## src/hdl/dmc_pkg.sv

```systemverilog
// Constants shared by the converter register-map control block.
// Assumes a 24-bit serial frame: operation bit, three address bits, twenty data bits.
package dmc_pkg;

   // ***************************************************************
   // Frame layout
   // ***************************************************************
   localparam int DMC_FRAME_BITS = 24;
   localparam int DMC_DATA_BITS = 20;
   localparam int DMC_OP_POS = 23;
   localparam int DMC_ADDR_HI = 22;
   localparam int DMC_ADDR_LO = 20;
   localparam logic [4:0] DMC_FRAME_COUNT = 5'h18;
   localparam logic [4:0] DMC_COUNT_SAT = 5'h19;

   // ***************************************************************
   // Register addresses and operation codes
   // ***************************************************************
   localparam logic [2:0] DMC_ADDR_NOP = 3'h0;
   localparam logic [2:0] DMC_ADDR_CODE = 3'h1;
   localparam logic [2:0] DMC_ADDR_CTRL = 3'h2;
   localparam logic DMC_OP_WRITE = 1'h0;
   localparam logic DMC_OP_READ = 1'h1;

   // ***************************************************************
   // Mode control field positions
   // ***************************************************************
   localparam int DMC_AMP_POS = 1;
   localparam int DMC_CLAMP_POS = 2;
   localparam int DMC_TRI_POS = 3;
   localparam int DMC_FMT_POS = 4;
   localparam int DMC_SOD_POS = 5;
   localparam int DMC_LIN_LO = 6;
   localparam int DMC_LIN_HI = 9;

   // ***************************************************************
   // Reset values
   // ***************************************************************
   localparam logic [19:0] DMC_CODE_RESET = 20'h00000;
   localparam logic DMC_AMP_RESET = 1'h0;
   localparam logic DMC_CLAMP_RESET = 1'h1;
   localparam logic DMC_TRI_RESET = 1'h1;
   localparam logic DMC_FMT_RESET = 1'h0;
   localparam logic DMC_SOD_RESET = 1'h0;
   localparam logic [3:0] DMC_LIN_RESET = 4'h0;

   // Frame phase of the serial port.
   typedef enum logic {
      DMC_PH_IDLE,
      DMC_PH_FRAME
   } dmc_phase_e;

endpackage : dmc_pkg

```

## src/hdl/dmc_regmap.sv

```systemverilog
// Register map and serial frame decoder of a 20-bit voltage-output converter.
// Assumes the serial clock runs at most a tenth of mclk so that pin edges are seen.
//
// Notes on behaviour
// - Address 001 holds the 20-bit output code; writable and readable.
// - Address 010 holds mode fields at bits 1 to 9; bits 0, 10-19 unused.
// - Amp select 0 powers internal amp, feedback resistors in series.
// - Amp select 1 powers internal amp down, feedback resistors in parallel.
// - Ground clamp 0 removes the clamp; the tristate bit then decides the converter mode.
// - Ground clamp 1 clamps output to ground and tristates the converter.
// - Any reset leaves ground clamp and tristate set.
// - While clamped, the tristate bit is ignored; output stays tristated.
// - Top bit 0 writes, 1 reads; address 000 does nothing.
// - Tristate bit 0 gives normal mode, 1 (default) tristates output.
// - Code format bit picks two's complement or offset binary coding.
// - Serial output disable 1 keeps the serial data pin undriven.
`timescale 1ns/10ps
`default_nettype none

module dmc_regmap (
   input wire logic mclk,
   input wire logic reset,
   input wire logic ce,
   input wire logic sync_n,
   input wire logic sclk,
   input wire logic sdin,
   input wire logic reset_pin_n,
   output logic serial_data_out,
   output logic serial_data_out_oe,
   output logic [dmc_pkg::DMC_DATA_BITS-1:0] output_code,
   output logic internal_amp_on,
   output logic feedback_parallel,
   output logic ground_clamp_on,
   output logic dac_tristated,
   output logic code_format,
   output logic [3:0] lin_comp
);
   import dmc_pkg::*;

   typedef struct packed {
      dmc_phase_e phase;
      logic sync_n_prev;
      logic sclk_prev;
      logic [4:0] bit_count;
      logic [23:0] shift_in;
      logic [23:0] shift_out;
      logic [23:0] readback;
      logic [19:0] code;
      logic amp_select;
      logic ground_clamp;
      logic output_tristate;
      logic code_format;
      logic serial_out_disable;
      logic [3:0] lin_comp;
      logic ser_bit;
      logic ser_oe;
      logic out_amp_on;
      logic out_fb_parallel;
      logic out_clamp;
      logic out_tri;
   } dmc_state_s;

   dmc_state_s st;
   dmc_state_s next_st;
   logic sync_n_s;
   logic sclk_s;
   logic sdin_s;
   logic rst_pin_n_s;
   logic sclk_fall;
   logic frame_end;
   logic frame_ok;
   logic op_read;
   logic [2:0] op_addr;
   logic wr_code;
   logic wr_ctrl;
   logic rd_any;

   // ***************************************************************
   // Pin synchronisers
   // ***************************************************************
   dmc_pin_sync #(.INIT(1'h1)) u_sync_n (
      .mclk(mclk), .reset(reset), .ce(ce), .pin(sync_n), .level(sync_n_s));
   dmc_pin_sync #(.INIT(1'h0)) u_sclk (
      .mclk(mclk), .reset(reset), .ce(ce), .pin(sclk), .level(sclk_s));
   dmc_pin_sync #(.INIT(1'h0)) u_sdin (
      .mclk(mclk), .reset(reset), .ce(ce), .pin(sdin), .level(sdin_s));
   dmc_pin_sync #(.INIT(1'h1)) u_rst_pin (
      .mclk(mclk), .reset(reset), .ce(ce), .pin(reset_pin_n), .level(rst_pin_n_s));

   // Mode control word as it reads back; unused positions are zero.
   function automatic logic [19:0] ctrl_word(input dmc_state_s s);
      logic [19:0] w;
      w = 20'h00000;
      w[DMC_AMP_POS] = s.amp_select;
      w[DMC_CLAMP_POS] = s.ground_clamp;
      w[DMC_TRI_POS] = s.output_tristate;
      w[DMC_FMT_POS] = s.code_format;
      w[DMC_SOD_POS] = s.serial_out_disable;
      w[DMC_LIN_HI:DMC_LIN_LO] = s.lin_comp;
      return w;
   endfunction : ctrl_word

   // ***************************************************************
   // Frame decode
   // ***************************************************************
   // A frame counts only with exactly 24 falling clock edges; anything else is dropped.
   always_comb begin
      sclk_fall = st.sclk_prev & ~sclk_s;
      frame_end = (st.phase == DMC_PH_FRAME) & sync_n_s & ~st.sync_n_prev;
      frame_ok = frame_end & (st.bit_count == DMC_FRAME_COUNT);
      op_read = st.shift_in[DMC_OP_POS];
      op_addr = st.shift_in[DMC_ADDR_HI:DMC_ADDR_LO];
      wr_code = frame_ok & (op_read == DMC_OP_WRITE) & (op_addr == DMC_ADDR_CODE);
      wr_ctrl = frame_ok & (op_read == DMC_OP_WRITE) & (op_addr == DMC_ADDR_CTRL);
      rd_any = frame_ok & (op_read == DMC_OP_READ)
         & ((op_addr == DMC_ADDR_CODE) | (op_addr == DMC_ADDR_CTRL));
   end

   // ***************************************************************
   // Next state
   // ***************************************************************
   // Serial port sequencing, register writes and derived output levels.
   always_comb begin
      next_st = st;
      next_st.sync_n_prev = sync_n_s;
      next_st.sclk_prev = sclk_s;
      case (st.phase)
         DMC_PH_IDLE: begin
            if (~sync_n_s & st.sync_n_prev) begin
               // A pending readback word goes out during this frame.
               next_st.phase = DMC_PH_FRAME;
               next_st.bit_count = 5'h00;
               next_st.shift_out = {st.readback[22:0], 1'b0};
               next_st.readback = 24'h000000;
               next_st.ser_bit = st.readback[23];
               next_st.ser_oe = ~st.serial_out_disable;
            end
         end
         DMC_PH_FRAME: begin
            if (frame_end) begin
               next_st.phase = DMC_PH_IDLE;
               next_st.ser_oe = 1'b0;
            end else if (sclk_fall) begin
               // Host samples on the falling edge, so the next bit follows it.
               next_st.shift_in = {st.shift_in[22:0], sdin_s};
               if (st.bit_count != DMC_COUNT_SAT) begin
                  next_st.bit_count = st.bit_count + 5'h01;
               end
               next_st.ser_bit = st.shift_out[23];
               next_st.shift_out = {st.shift_out[22:0], 1'b0};
            end
         end
         default: begin
            next_st.phase = DMC_PH_IDLE;
         end
      endcase
      if (wr_code) begin
         next_st.code = st.shift_in[19:0];
      end
      if (wr_ctrl) begin
         next_st.amp_select = st.shift_in[DMC_AMP_POS];
         next_st.ground_clamp = st.shift_in[DMC_CLAMP_POS];
         next_st.output_tristate = st.shift_in[DMC_TRI_POS];
         next_st.code_format = st.shift_in[DMC_FMT_POS];
         next_st.serial_out_disable = st.shift_in[DMC_SOD_POS];
         next_st.lin_comp = st.shift_in[DMC_LIN_HI:DMC_LIN_LO];
      end
      if (rd_any) begin
         next_st.readback = {st.shift_in[23:20],
            (op_addr == DMC_ADDR_CODE) ? st.code : ctrl_word(st)};
      end
      // Amp select 0 keeps the internal amp up with resistors in series.
      next_st.out_amp_on = ~st.amp_select;
      next_st.out_fb_parallel = st.amp_select;
      next_st.out_clamp = st.ground_clamp;
      next_st.out_tri = st.ground_clamp | st.output_tristate;
   end

   // State register; the reset pin holds everything at its power-on values.
   always_ff @(posedge mclk) begin
      if (reset | (ce & ~rst_pin_n_s)) begin
         st <= '{phase: DMC_PH_IDLE, sync_n_prev: 1'b1, sclk_prev: 1'b0,
            bit_count: 5'h00, shift_in: 24'h000000, shift_out: 24'h000000,
            readback: 24'h000000, code: DMC_CODE_RESET, amp_select: DMC_AMP_RESET,
            ground_clamp: DMC_CLAMP_RESET, output_tristate: DMC_TRI_RESET,
            code_format: DMC_FMT_RESET, serial_out_disable: DMC_SOD_RESET,
            lin_comp: DMC_LIN_RESET, ser_bit: 1'b0, ser_oe: 1'b0,
            out_amp_on: ~DMC_AMP_RESET, out_fb_parallel: DMC_AMP_RESET,
            out_clamp: DMC_CLAMP_RESET, out_tri: 1'b1};
      end else if (ce) begin
         st <= next_st;
      end
   end

   assign serial_data_out = st.ser_bit;
   assign serial_data_out_oe = st.ser_oe;
   assign output_code = st.code;
   assign internal_amp_on = st.out_amp_on;
   assign feedback_parallel = st.out_fb_parallel;
   assign ground_clamp_on = st.out_clamp;
   assign dac_tristated = st.out_tri;
   assign code_format = st.code_format;
   assign lin_comp = st.lin_comp;

   // ***************************************************************
   // Assertions
   // ***************************************************************
   a_code_write: assert property (@(posedge mclk) disable iff (reset)
      ce && rst_pin_n_s && wr_code |=> output_code == $past(st.shift_in[19:0]))
      else $error("output code not loaded by write frame");

   a_ctrl_write: assert property (@(posedge mclk) disable iff (reset)
      ce && rst_pin_n_s && wr_ctrl |=> st.lin_comp == $past(st.shift_in[9:6])
      && st.serial_out_disable == $past(st.shift_in[5]))
      else $error("mode fields not loaded by write frame");

   // Derived outputs follow the fields one registered cycle later.
   a_amp_zero: assert property (@(posedge mclk) disable iff (reset)
      ce && rst_pin_n_s && !st.amp_select |=> internal_amp_on && !feedback_parallel)
      else $error("amp select zero not reflected");

   a_amp_one: assert property (@(posedge mclk) disable iff (reset)
      ce && rst_pin_n_s && st.amp_select |=> !internal_amp_on && feedback_parallel)
      else $error("amp select one not reflected");

   a_clamp_off: assert property (@(posedge mclk) disable iff (reset)
      ce && rst_pin_n_s && !st.ground_clamp && !st.output_tristate
      |=> !ground_clamp_on && !dac_tristated)
      else $error("clamp not removed");

   a_clamp_over_tri: assert property (@(posedge mclk) disable iff (reset)
      ce && rst_pin_n_s && st.ground_clamp |=> ground_clamp_on && dac_tristated)
      else $error("clamp did not force tristate");

   a_reset_clamp: assert property (@(posedge mclk)
      reset |=> st.ground_clamp && st.output_tristate && ground_clamp_on && dac_tristated)
      else $error("reset did not clamp output");

   a_read_no_write: assert property (@(posedge mclk) disable iff (reset)
      ce && rst_pin_n_s && rd_any |=> $stable(output_code) && $stable(st.lin_comp))
      else $error("read frame changed a register");

   // The disable bit only changes as a frame ends, so it never meets a driven pin.
   a_readback_disable: assert property (@(posedge mclk) disable iff (reset)
      st.serial_out_disable |-> !serial_data_out_oe)
      else $error("serial output driven while disabled");

   a_ctrl_readback: assert property (@(posedge mclk) disable iff (reset)
      ce && rst_pin_n_s && rd_any && op_addr == DMC_ADDR_CTRL
      |=> st.readback[9:1] == $past({st.lin_comp, st.serial_out_disable, st.code_format,
      st.output_tristate, st.ground_clamp, st.amp_select})
      && st.readback[19:10] == 10'h000 && st.readback[0] == 1'b0)
      else $error("mode readback word wrong");

endmodule : dmc_regmap

`default_nettype wire

```

## src/hdl/dmc_pin_sync.sv

```systemverilog
// Three-stage synchroniser for one pin sampled on mclk.
// Assumes the pin is asynchronous to mclk and changes much slower than mclk.
`timescale 1ns/10ps
`default_nettype none

module dmc_pin_sync #(
   parameter logic INIT = 1'h0
) (
   input wire logic mclk,
   input wire logic reset,
   input wire logic ce,
   input wire logic pin,
   output logic level
);

   typedef struct packed {
      logic s1;
      logic s2;
      logic s3;
      logic out;
   } dmc_sync_s;

   dmc_sync_s st;
   dmc_sync_s next_st;

   // ***************************************************************
   // Stages
   // ***************************************************************
   // The filtered level only moves when the second and third stages agree,
   // which costs a cycle of latency but rejects a single metastable sample.
   always_comb begin
      next_st = st;
      next_st.s1 = pin;
      next_st.s2 = st.s1;
      next_st.s3 = st.s2;
      if (st.s2 == st.s3) begin
         next_st.out = st.s3;
      end
   end

   // State register, frozen while the clock enable is low.
   always_ff @(posedge mclk) begin
      if (reset) begin
         st <= '{s1: INIT, s2: INIT, s3: INIT, out: INIT};
      end else if (ce) begin
         st <= next_st;
      end
   end

   assign level = st.out;

endmodule : dmc_pin_sync

`default_nettype wire

```

## config.mk

```make
export PLATFORM = sky130hd
export DESIGN_NAME = dmc_regmap
export DESIGN_NICKNAME = d
export VERILOG_FILES = /design/src/hdl/dmc_pkg.sv /design/src/hdl/dmc_regmap.sv /design/src/hdl/dmc_pin_sync.sv
export SDC_FILE = /design/constraint.sdc
export NUM_CORES = 1
export LEC_CHECK = 0
export ABC_AREA = 0
export BUFFER_PORTS_ARGS = -buffer_cell sky130_fd_sc_hd__buf_4
export CAP_MARGIN = 30
export CORE_UTILIZATION = 56
export DETAILED_ROUTE_END_ITERATION = 12
export PLACE_DENSITY = 0.75
export RECOVER_POWER = 25
export SLEW_MARGIN = 5
export SYNTH_ARGS = -nofsm -noshare
export SYNTH_HDL_FRONTEND = slang
export SYNTH_SLANG_ARGS = --single-unit
```

## constraint.sdc

```tcl
create_clock -name mclk -period 2.1 [get_ports mclk]
set_clock_uncertainty 0.05 [all_clocks]
set_input_delay 0.63 -clock mclk [delete_from_list [all_inputs] [get_ports mclk]]
set_output_delay 0.63 -clock mclk [all_outputs]
set_load 0.05 [all_outputs]
```

**Yosys cells after proc, flatten, opt, wreduce, memory -nomap -nowiden**

Index checks and enable logic that the tools add are counted.

- Output and inout bits: 31
- Register bits after elaboration: 131
- Input port bits: 7
- Word-level logic and storage cells: 104

- Equality and inequality tests: 14
- Reduce and logical (&&, ||, !) cells: 12
- Add/subtract/negate cells: 1
- Bitwise operators: 23
- Multiplexer cells: 18

Operators with widths:

| kind | number |
|---|---|
| 53-bit two-way mux | 2 |
| 24-bit two-way mux | 2 |
| 48-bit two-way mux | 1 |
| 24-bit case mux with 2 select lines | 1 |
| 20-bit two-way mux | 1 |
| 2-bit AND reduction | 6 |
| 1-bit AND | 11 |
| 5-bit two-way mux | 2 |
| 5-bit case mux with 2 select lines | 1 |
| 1-bit inverter | 9 |
| 2-bit by 1-bit != test with 1-bit output (second input constant) | 4 |
| 4-bit AND reduction | 2 |
| 3-bit AND reduction | 2 |
| 5-bit by 1-bit adder with 5-bit output (second input constant) | 1 |
| 5-bit equality test (second input constant) | 1 |
| 1-bit two-way mux | 5 |
| 5-bit != test (second input constant) | 1 |
| 5-bit AND reduction | 1 |
| 1-bit equality test | 4 |
| 2-bit != test (second input constant) | 2 |
| 2-bit case mux with 2 select lines | 1 |
| 3-bit by 1-bit equality test with 1-bit output (second input constant) | 1 |
| 3-bit by 2-bit equality test with 1-bit output (second input constant) | 1 |
| 1-bit bitwise OR | 3 |
| other kinds (3) | 3 |

**Logic depth before layout (Yosys ltp)**

Gate-level depths: netlist of run 1.

- Word-level depth: 7
- Depth in mapped cells: 7
- Mapped depth without buffers: 6

**By module**

From an unflattened synthesis of run 1, not the netlist that was laid out.

- Cell total of the unflattened synthesis: 595
- Area, all modules: 5286.3 um^2

By module, submodules not included:

| module | sequential area each (um^2) | area an instance (um^2) | times used | cells each |
|---|---|---|---|---|
| dmc_regmap | 2282.2 | 4648.2 | 1 | 533 |
| dmc_pin_sync (u_sclk ...) | 80.1 | 171.4 | 2 | 16 |
| dmc_pin_sync (u_rst_pin ...) | 80.1 | 147.6 | 2 | 15 |

**Least setup slack after synthesis of run 1**

OpenSTA, ideal clock, no wires.

- Path kind: input to register
- From: input port reset
- To: register st[47] (netlist bit)
- Arrival time: 1.674 ns
- Buffers on the path: 2
- Data required time: 1.991 ns
- Path slack: 0.318 ns
- Stages on the path: 5
- Library setup time: 0.059 ns
- Cells stage by stage: clkbuf_1 > a21oi_1 > and4_1 > buf_4 > a22o_1

- Cells in the longest elaborated chain, start to end: 1

RTL lines:

| item | line | text |
|---|---|---|
| from (decl) | dmc_regmap.sv:22 | `input wire logic reset,` |
| 1-bit bitwise OR | dmc_regmap.sv:181 | `if (reset \| (ce & ~rst_pin_n_s)) begin` |
| to (signal assigned) | dmc_regmap.sv:182 | `st <= '{phase: DMC_PH_IDLE, sync_n_prev: 1'b1, sclk_prev: 1'b0,` |
| to (signal assigned) | dmc_regmap.sv:191 | `st <= next_st;` |
| to (decl) | dmc_regmap.sv:63 | `dmc_state_s st;` |

No other way between the ends.
A chain may end at the register's enable or synchronous reset.

**Worst setup path after layout of run 1**

- From: input port ce
- To: register st[60] (netlist bit)

- Cells in the longest elaborated chain, start to end: 2
- Elaborated cells between the ends (all ways): 3
- Classes of those cells: 2 x bitwise; 1 x reduce/logical

RTL lines:

| item | line | text |
|---|---|---|
| from (decl) | dmc_regmap.sv:23 | `input wire logic ce,` |
| 1-bit AND | dmc_regmap.sv:181 |  |
| 1-bit bitwise OR | dmc_regmap.sv:181 |  |

Parallel ways exist; a longest one is shown, timed or not.

==> results of run 1 <==
[stage by stage]
step,instances,utilization
final,735,0.663
after global routing,735,0.663
after CTS,735,0.665
after detailed placement,703,0.602
after global placement,703,0.602
after floorplan,604,-
[final cells by class]
class | count | area, um^2 | share of cell area
inverters | 5 | 18.8 | 0.00308
well taps | 111 | 139 | 0.0228
clock buffers | 18 | 428 | 0.0702
flip-flops and latches | 130 | 2600 | 0.427
multi-input cells | 402 | 2300 | 0.376
clock inverters | 14 | 151 | 0.0248
repair buffers | 55 | 463 | 0.0759
[sequential cells by signal, summed over array words and instances, names as in the netlist, 2 cells and up]
signal / count
st: 77
output_code: 20
lin_comp: 4
op_addr: 3
next_st: 2
u_rst_pin.next_st: 2
u_sclk.next_st: 2
u_sdin.next_st: 2
u_sync_n.next_st: 2
[cells by family after synthesis]
kind of cell / count (synthesis)
compound gates: 177
mux: 23
xor+xnor: 1
fa+ha+maj: 3
buf+inv: 72
simple gates: 198
flops: 130
[final timing paths]
| check | start | to | slack, ns | cells past startpoint |
|---|---|---|---|---|
| max | ce | st[60] | 0.18 | 6 |
| min | reset_pin_n | u_rst_pin.next_st[2] | 0.28 | 2 |
| max reg2reg | st[114] | st[49] | 0.22 | 4 |
| min reg2reg | st[55] | st[55] | 0.39 | 1 |
[cells in the mapped netlist (2+ instances only)]
| library cell | n | area share |
|---|---|---|
| nor2b_1 | 24 | 0.028 |
| and2_1 | 6 | 0.0071 |
| clkbuf_1 | 15 | 0.011 |
| and4b_1 | 2 | 0.0038 |
| buf_4 | 28 | 0.040 |
| o21ai_0 | 33 | 0.031 |
| o2bb2ai_1 | 10 | 0.017 |
| and4_1 | 2 | 0.0033 |
| nand2b_1 | 6 | 0.0071 |
| o21ai_2 | 2 | 0.0033 |
| o21bai_1 | 2 | 0.0028 |
| nand3_1 | 8 | 0.0075 |
| o22ai_1 | 2 | 0.0024 |
| nand4_1 | 4 | 0.0047 |
| nor2_1 | 14 | 0.0099 |
| inv_1 | 5 | 0.0035 |
| dfxtp_1 | 130 | 0.49 |
| nor3_1 | 3 | 0.0028 |
| a21o_1 | 4 | 0.0057 |
| nand2_1 | 115 | 0.081 |
| buf_2 | 22 | 0.021 |
| ha_1 | 3 | 0.0071 |
| mux2i_1 | 23 | 0.043 |
| a211o_1 | 6 | 0.0099 |
| a22o_1 | 12 | 0.020 |
| a21oi_1 | 102 | 0.096 |
[worst reg2reg max path: stages, from the launching register on]
cell and delay [ns]:
dfxtp_1 0.55, nand4b_2 0.26, nor2_1 0.29, and4_1 0.49, a22o_1 0.19
[power breakdown]
group / switching [uW] / internal [uW]
Combinational: 88.3 / 54.0
Clock: 1110 / 1730
Sequential: 11.7 / 2480
Total: 1210 / 4270
[metal layers]
layer,share of wire,global-route usage,vias up
li1,-,-,2070
met1,0.47,0.322,2027
met2,0.49,0.385,112
met3,0.043,0.0569,9
met4,0.0063,0.0747,0
met5,0,0,-
==> flow_summary.ini, run 1 <==
[outcome]
outcome = complete, no violations

[setup_path]
critical_path.top_delay_family = buffers and inverters
path_cells = clkbuf_1 > nand4b_1 > or2_1 > clkbuf_2 > nand3_1 > a21oi_1
worst-setup-path-type = input pin to flop
cp_data_required_time_ns = 2.42
crit_path_top_delay_cell = clkbuf_1
cp_max_fo = 25
cp.buffers_inverters = 2
cp_data_arrival_time_ns = 2.25
startpoint_type = input pin
cpPeakStageDelay_ns = 0.46
cp-end-kind = flop

[cts]
clockRootBuffer = clkbuf_8
numClockSinks = 130
postCtsHoldBufs = 0
h-tree-depth = 4
clock_latency_ns = 0.51
cts_buffer_depth = 2
postCtsSetupRepairBufs = 0
cts_made_buffers = 17
clk_pin_slew_worst_paths_ns = 0.06
cts_tree = yes
cts-resized-gates = 0

[grt]
grt_pass1_vias = 3883
antenna_found_initial = 0
track_usage = 0.240
grt_overflow = 0
grt_max_degree = 47
grt_pass1_wl_um = 18800

[logic_synthesis]
ys.flop_type = dfxtp_1
yosysWarnings = 0
yosys.area_share.simple = 0.186
synth_fa_ha_area_frac = 0.00708
synth_nets = 614
ys_async_sr_fraction = 0
synth-xor-area-share = 0.00165
synth_top_family_by_area = compound AO/OA/AOI/OAI gates
syn_avg_cell_area_um2 = 8.78
synth_edf_count = 0
syn_inst = 604
syn-cell-area_um2 = 5310
synth_cell_types = 47
synth-seq-cells = 130
ys_seq_area_frac = 0.491
synth-compound-area-share = 0.194
synthMuxAreaShare = 0.0434

[layout]
nets = 621
design_area_um2 = 6100
diodes = 0
synthToLayoutAreaGrowth_pct = 15.0
drive_gt1_frac = 0.155
final_cell_mix = dfxtp_1, nand2_1, a21oi_1
mostFrequentLayoutCell = dfxtp_1
fillCellCount = 705

[pwr]
ir_worst_vdd_mv = 0.496
power.density_nw_per_um2 = 899
p_total_uw = 5480
p_leak_uw = 0.00236

[placement]
placed_cell_area_um2 = 5540
pre_cts_ws_ns = 0.151
port_buffers = 37
place.gp.congestion = 0.743
place_hpwl_um = 7290

[drt]
vias = 4218
drc_errors = 0
drt_pass1_iterations = 4
drtIter0Drc = 173
wl_um = 11400
viasPerCell = 5.74
ant_nets = 0
routedWlPerCell_um = 15.5

[die]
rows = 35
core_region_area_um2 = 9200
floorplan.initialDensity = 0.577
fp.dieW_um = 99.3
top_level_ports = 38
die_h_um = 99.3
die-area_um2 = 9870

[timing]
setup_viol = 0
final.setup.tns_ns = 0
tightestPinTransition_ns = 0.633
period_minus_slack_ns = 1.92
rsz0062_at_grt = no
clock.fmax_mhz = 520
finalHoldViolCount = 0
post-route-worst-setup-slack_ns = 0.176
fin_crit_sh = 0.916
slew_violations = 0
timing.hold.ws_ns = 0.280
max-slew-margin-rel = 0.576

[flow_run]
drv_cap = 0

[worst_hold_path]
holdCritPathClass = input pin to flop
(Power assumes the default switching activity.)
==> run 2, diff against run 1 <==
RECOVER_POWER = 100   (was 25)
==> run 2 against run 1 <==
Against the previous run:
- register-to-register slack is essentially flat
- via count shrank 0.69%
- die area unchanged
- critical endpoint unchanged
==> flow_summary.ini, run 2 (same netlist as run 1, synthesis figures left out) <==
[setup_path]
crit_path_top_delay_cell = clkbuf_1
rrSetupSlack_ns = 0.23
cp_data_required_time_ns = 2.42
worst-setup-path-type = input pin to flop
cp-end-kind = flop
path_cells = clkbuf_1 > nand4b_1 > or2_1 > clkbuf_2 > nand3_1 > a21oi_1
startpoint_type = input pin
cp-endpoint = st[60]
cp_max_fo = 25
cpPeakStageDelay_ns = 0.44
r2r_start = u_sync_n.level
r2r_cells = 5
critical_path.reg2reg.endpoint = st[84]
cp_data_arrival_time_ns = 2.24
crit_path_start = ce

[die]
fp.dieW_um = 99.3
die_h_um = 99.3
die-area_um2 = 9870
floorplan.initialDensity = 0.577
core_region_area_um2 = 9200
rows = 35
top_level_ports = 38

[cts]
clk_pin_slew_worst_paths_ns = 0.06
clockRootBuffer = clkbuf_8
postCtsHoldBufs = 0
postCtsSetupRepairBufs = 0
numClockSinks = 130
cts_buffer_depth = 2
cts_tree = yes
h-tree-depth = 4
clock_latency_ns = 0.51
cts-resized-gates = 0
cts_made_buffers = 17

[layout]
diodes = 0
mostFrequentLayoutCell = dfxtp_1
drive_gt1_frac = 0.152
utilization = 0.653
fillCellCount = 727
nets = 621
final_cell_mix = dfxtp_1, nand2_1, a21oi_1
largest_register_ffs = 77
synthToLayoutAreaGrowth_pct = 13.1
largest-register = st

[drt]
drtIter0Drc = 184
vias = 4189
drc_errors = 0
wl_um = 11400
viasPerCell = 5.70
drt_pass1_iterations = 4
ant_nets = 0
routedWlPerCell_um = 15.5

[grt]
met2_usage = 0.385
antenna_found_initial = 0
grt.busiest_layer = met2
grt_pass1_vias = 3883
grtUsageMet3 = 0.0569
grt_pass1_wl_um = 18800
track_usage = 0.240
grt_overflow = 0
grt_max_degree = 47
grtUsageMet1 = 0.322

[timing]
tightestPinTransition_ns = 0.640
setup_viol = 0
finalHoldViolCount = 0
clock.fmax_mhz = 523
max-slew-margin-rel = 0.572
period_minus_slack_ns = 1.91
final.setup.tns_ns = 0
fin_crit_sh = 0.911
slew_violations = 0
rsz0062_at_grt = no

[pwr]
p_leak_uw = 0.00234
ir_worst_vdd_mv = 0.496
power.density_nw_per_um2 = 913

[flow_run]
drv_cap = 0

[worst_hold_path]
holdCritPathClass = input pin to flop

[placement]
place.gp.congestion = 0.743
place_hpwl_um = 7290
port_buffers = 37

[outcome]
outcome = complete, no violations
-- run 2: cell count changes in the layout (fill, tap and decap cells not counted) --
cell / change
o21ai_0: +1
nor4_4: -1
clkbuf_2: +31
nor4_1: +1
o21ai_1: -1
a21boi_2: -1
buf_4: -31
a21boi_0: +1
-- run 2: how the worst min path moves through the flow --
stage / startpoint / end / slack (ns) / cells past startpoint
after detailed placement: st[55] / st[55] / 0.38 / 1
final: reset_pin_n / u_rst_pin.next_st[2] / 0.28 / 2
after CTS: reset_pin_n / u_rst_pin.next_st[2] / 0.27 / 2
after floorplan: st[55] / st[55] / 0.37 / 1
after global routing: reset_pin_n / u_rst_pin.next_st[2] / 0.25 / 2
after global placement: st[55] / st[55] / 0.38 / 1
-- run 2: stage by stage --
stage	setup slack [ns]	area [um^2]	hold WS (ns)	instances	total power, uW
finish	0.186	6000	0.280	735	5480
global route	0.0881	6000	0.255	735	5630
CTS	0.252	6110	0.267	735	5500
detailed placement	0.151	5540	0.382	703	2690
global placement	0.187	5540	0.376	703	2690
floorplan	0.318	5310	0.368	604	2640
-- run 2: area by class of cell --
cell class	instances	area, um^2	share of cell area
clock inverters	14	151	0.0252
inverters	5	18.8	0.00313
flip-flops and latches	130	2600	0.434
repair buffers	55	385	0.0642
multi-input cells	402	2280	0.379
clock buffers	18	428	0.0713
well taps	111	139	0.0231
-- run 2: worst max-delay path: cells and delay by family --
kind,cells,cell delay (ns)
buffers and inverters,2,0.80
and+or+nand+nor,3,0.72
AOI/OAI and AO/OA,1,0.08
-- run 2: report_power, final --
| part | internal, uW | switching (uW) |
|---|---|---|
| Clock | 1730 | 1110 |
| Sequential | 2480 | 11.7 |
| Combinational | 53.1 | 87.8 |
-- run 2: metal layers --
layer	part of all wire	wire length, um	up-vias
li1	-	-	2073
met1	0.47	5320	2012
met2	0.48	5490	96
met3	0.044	502	8
met4	0.0057	65	0
met5	0	0	-
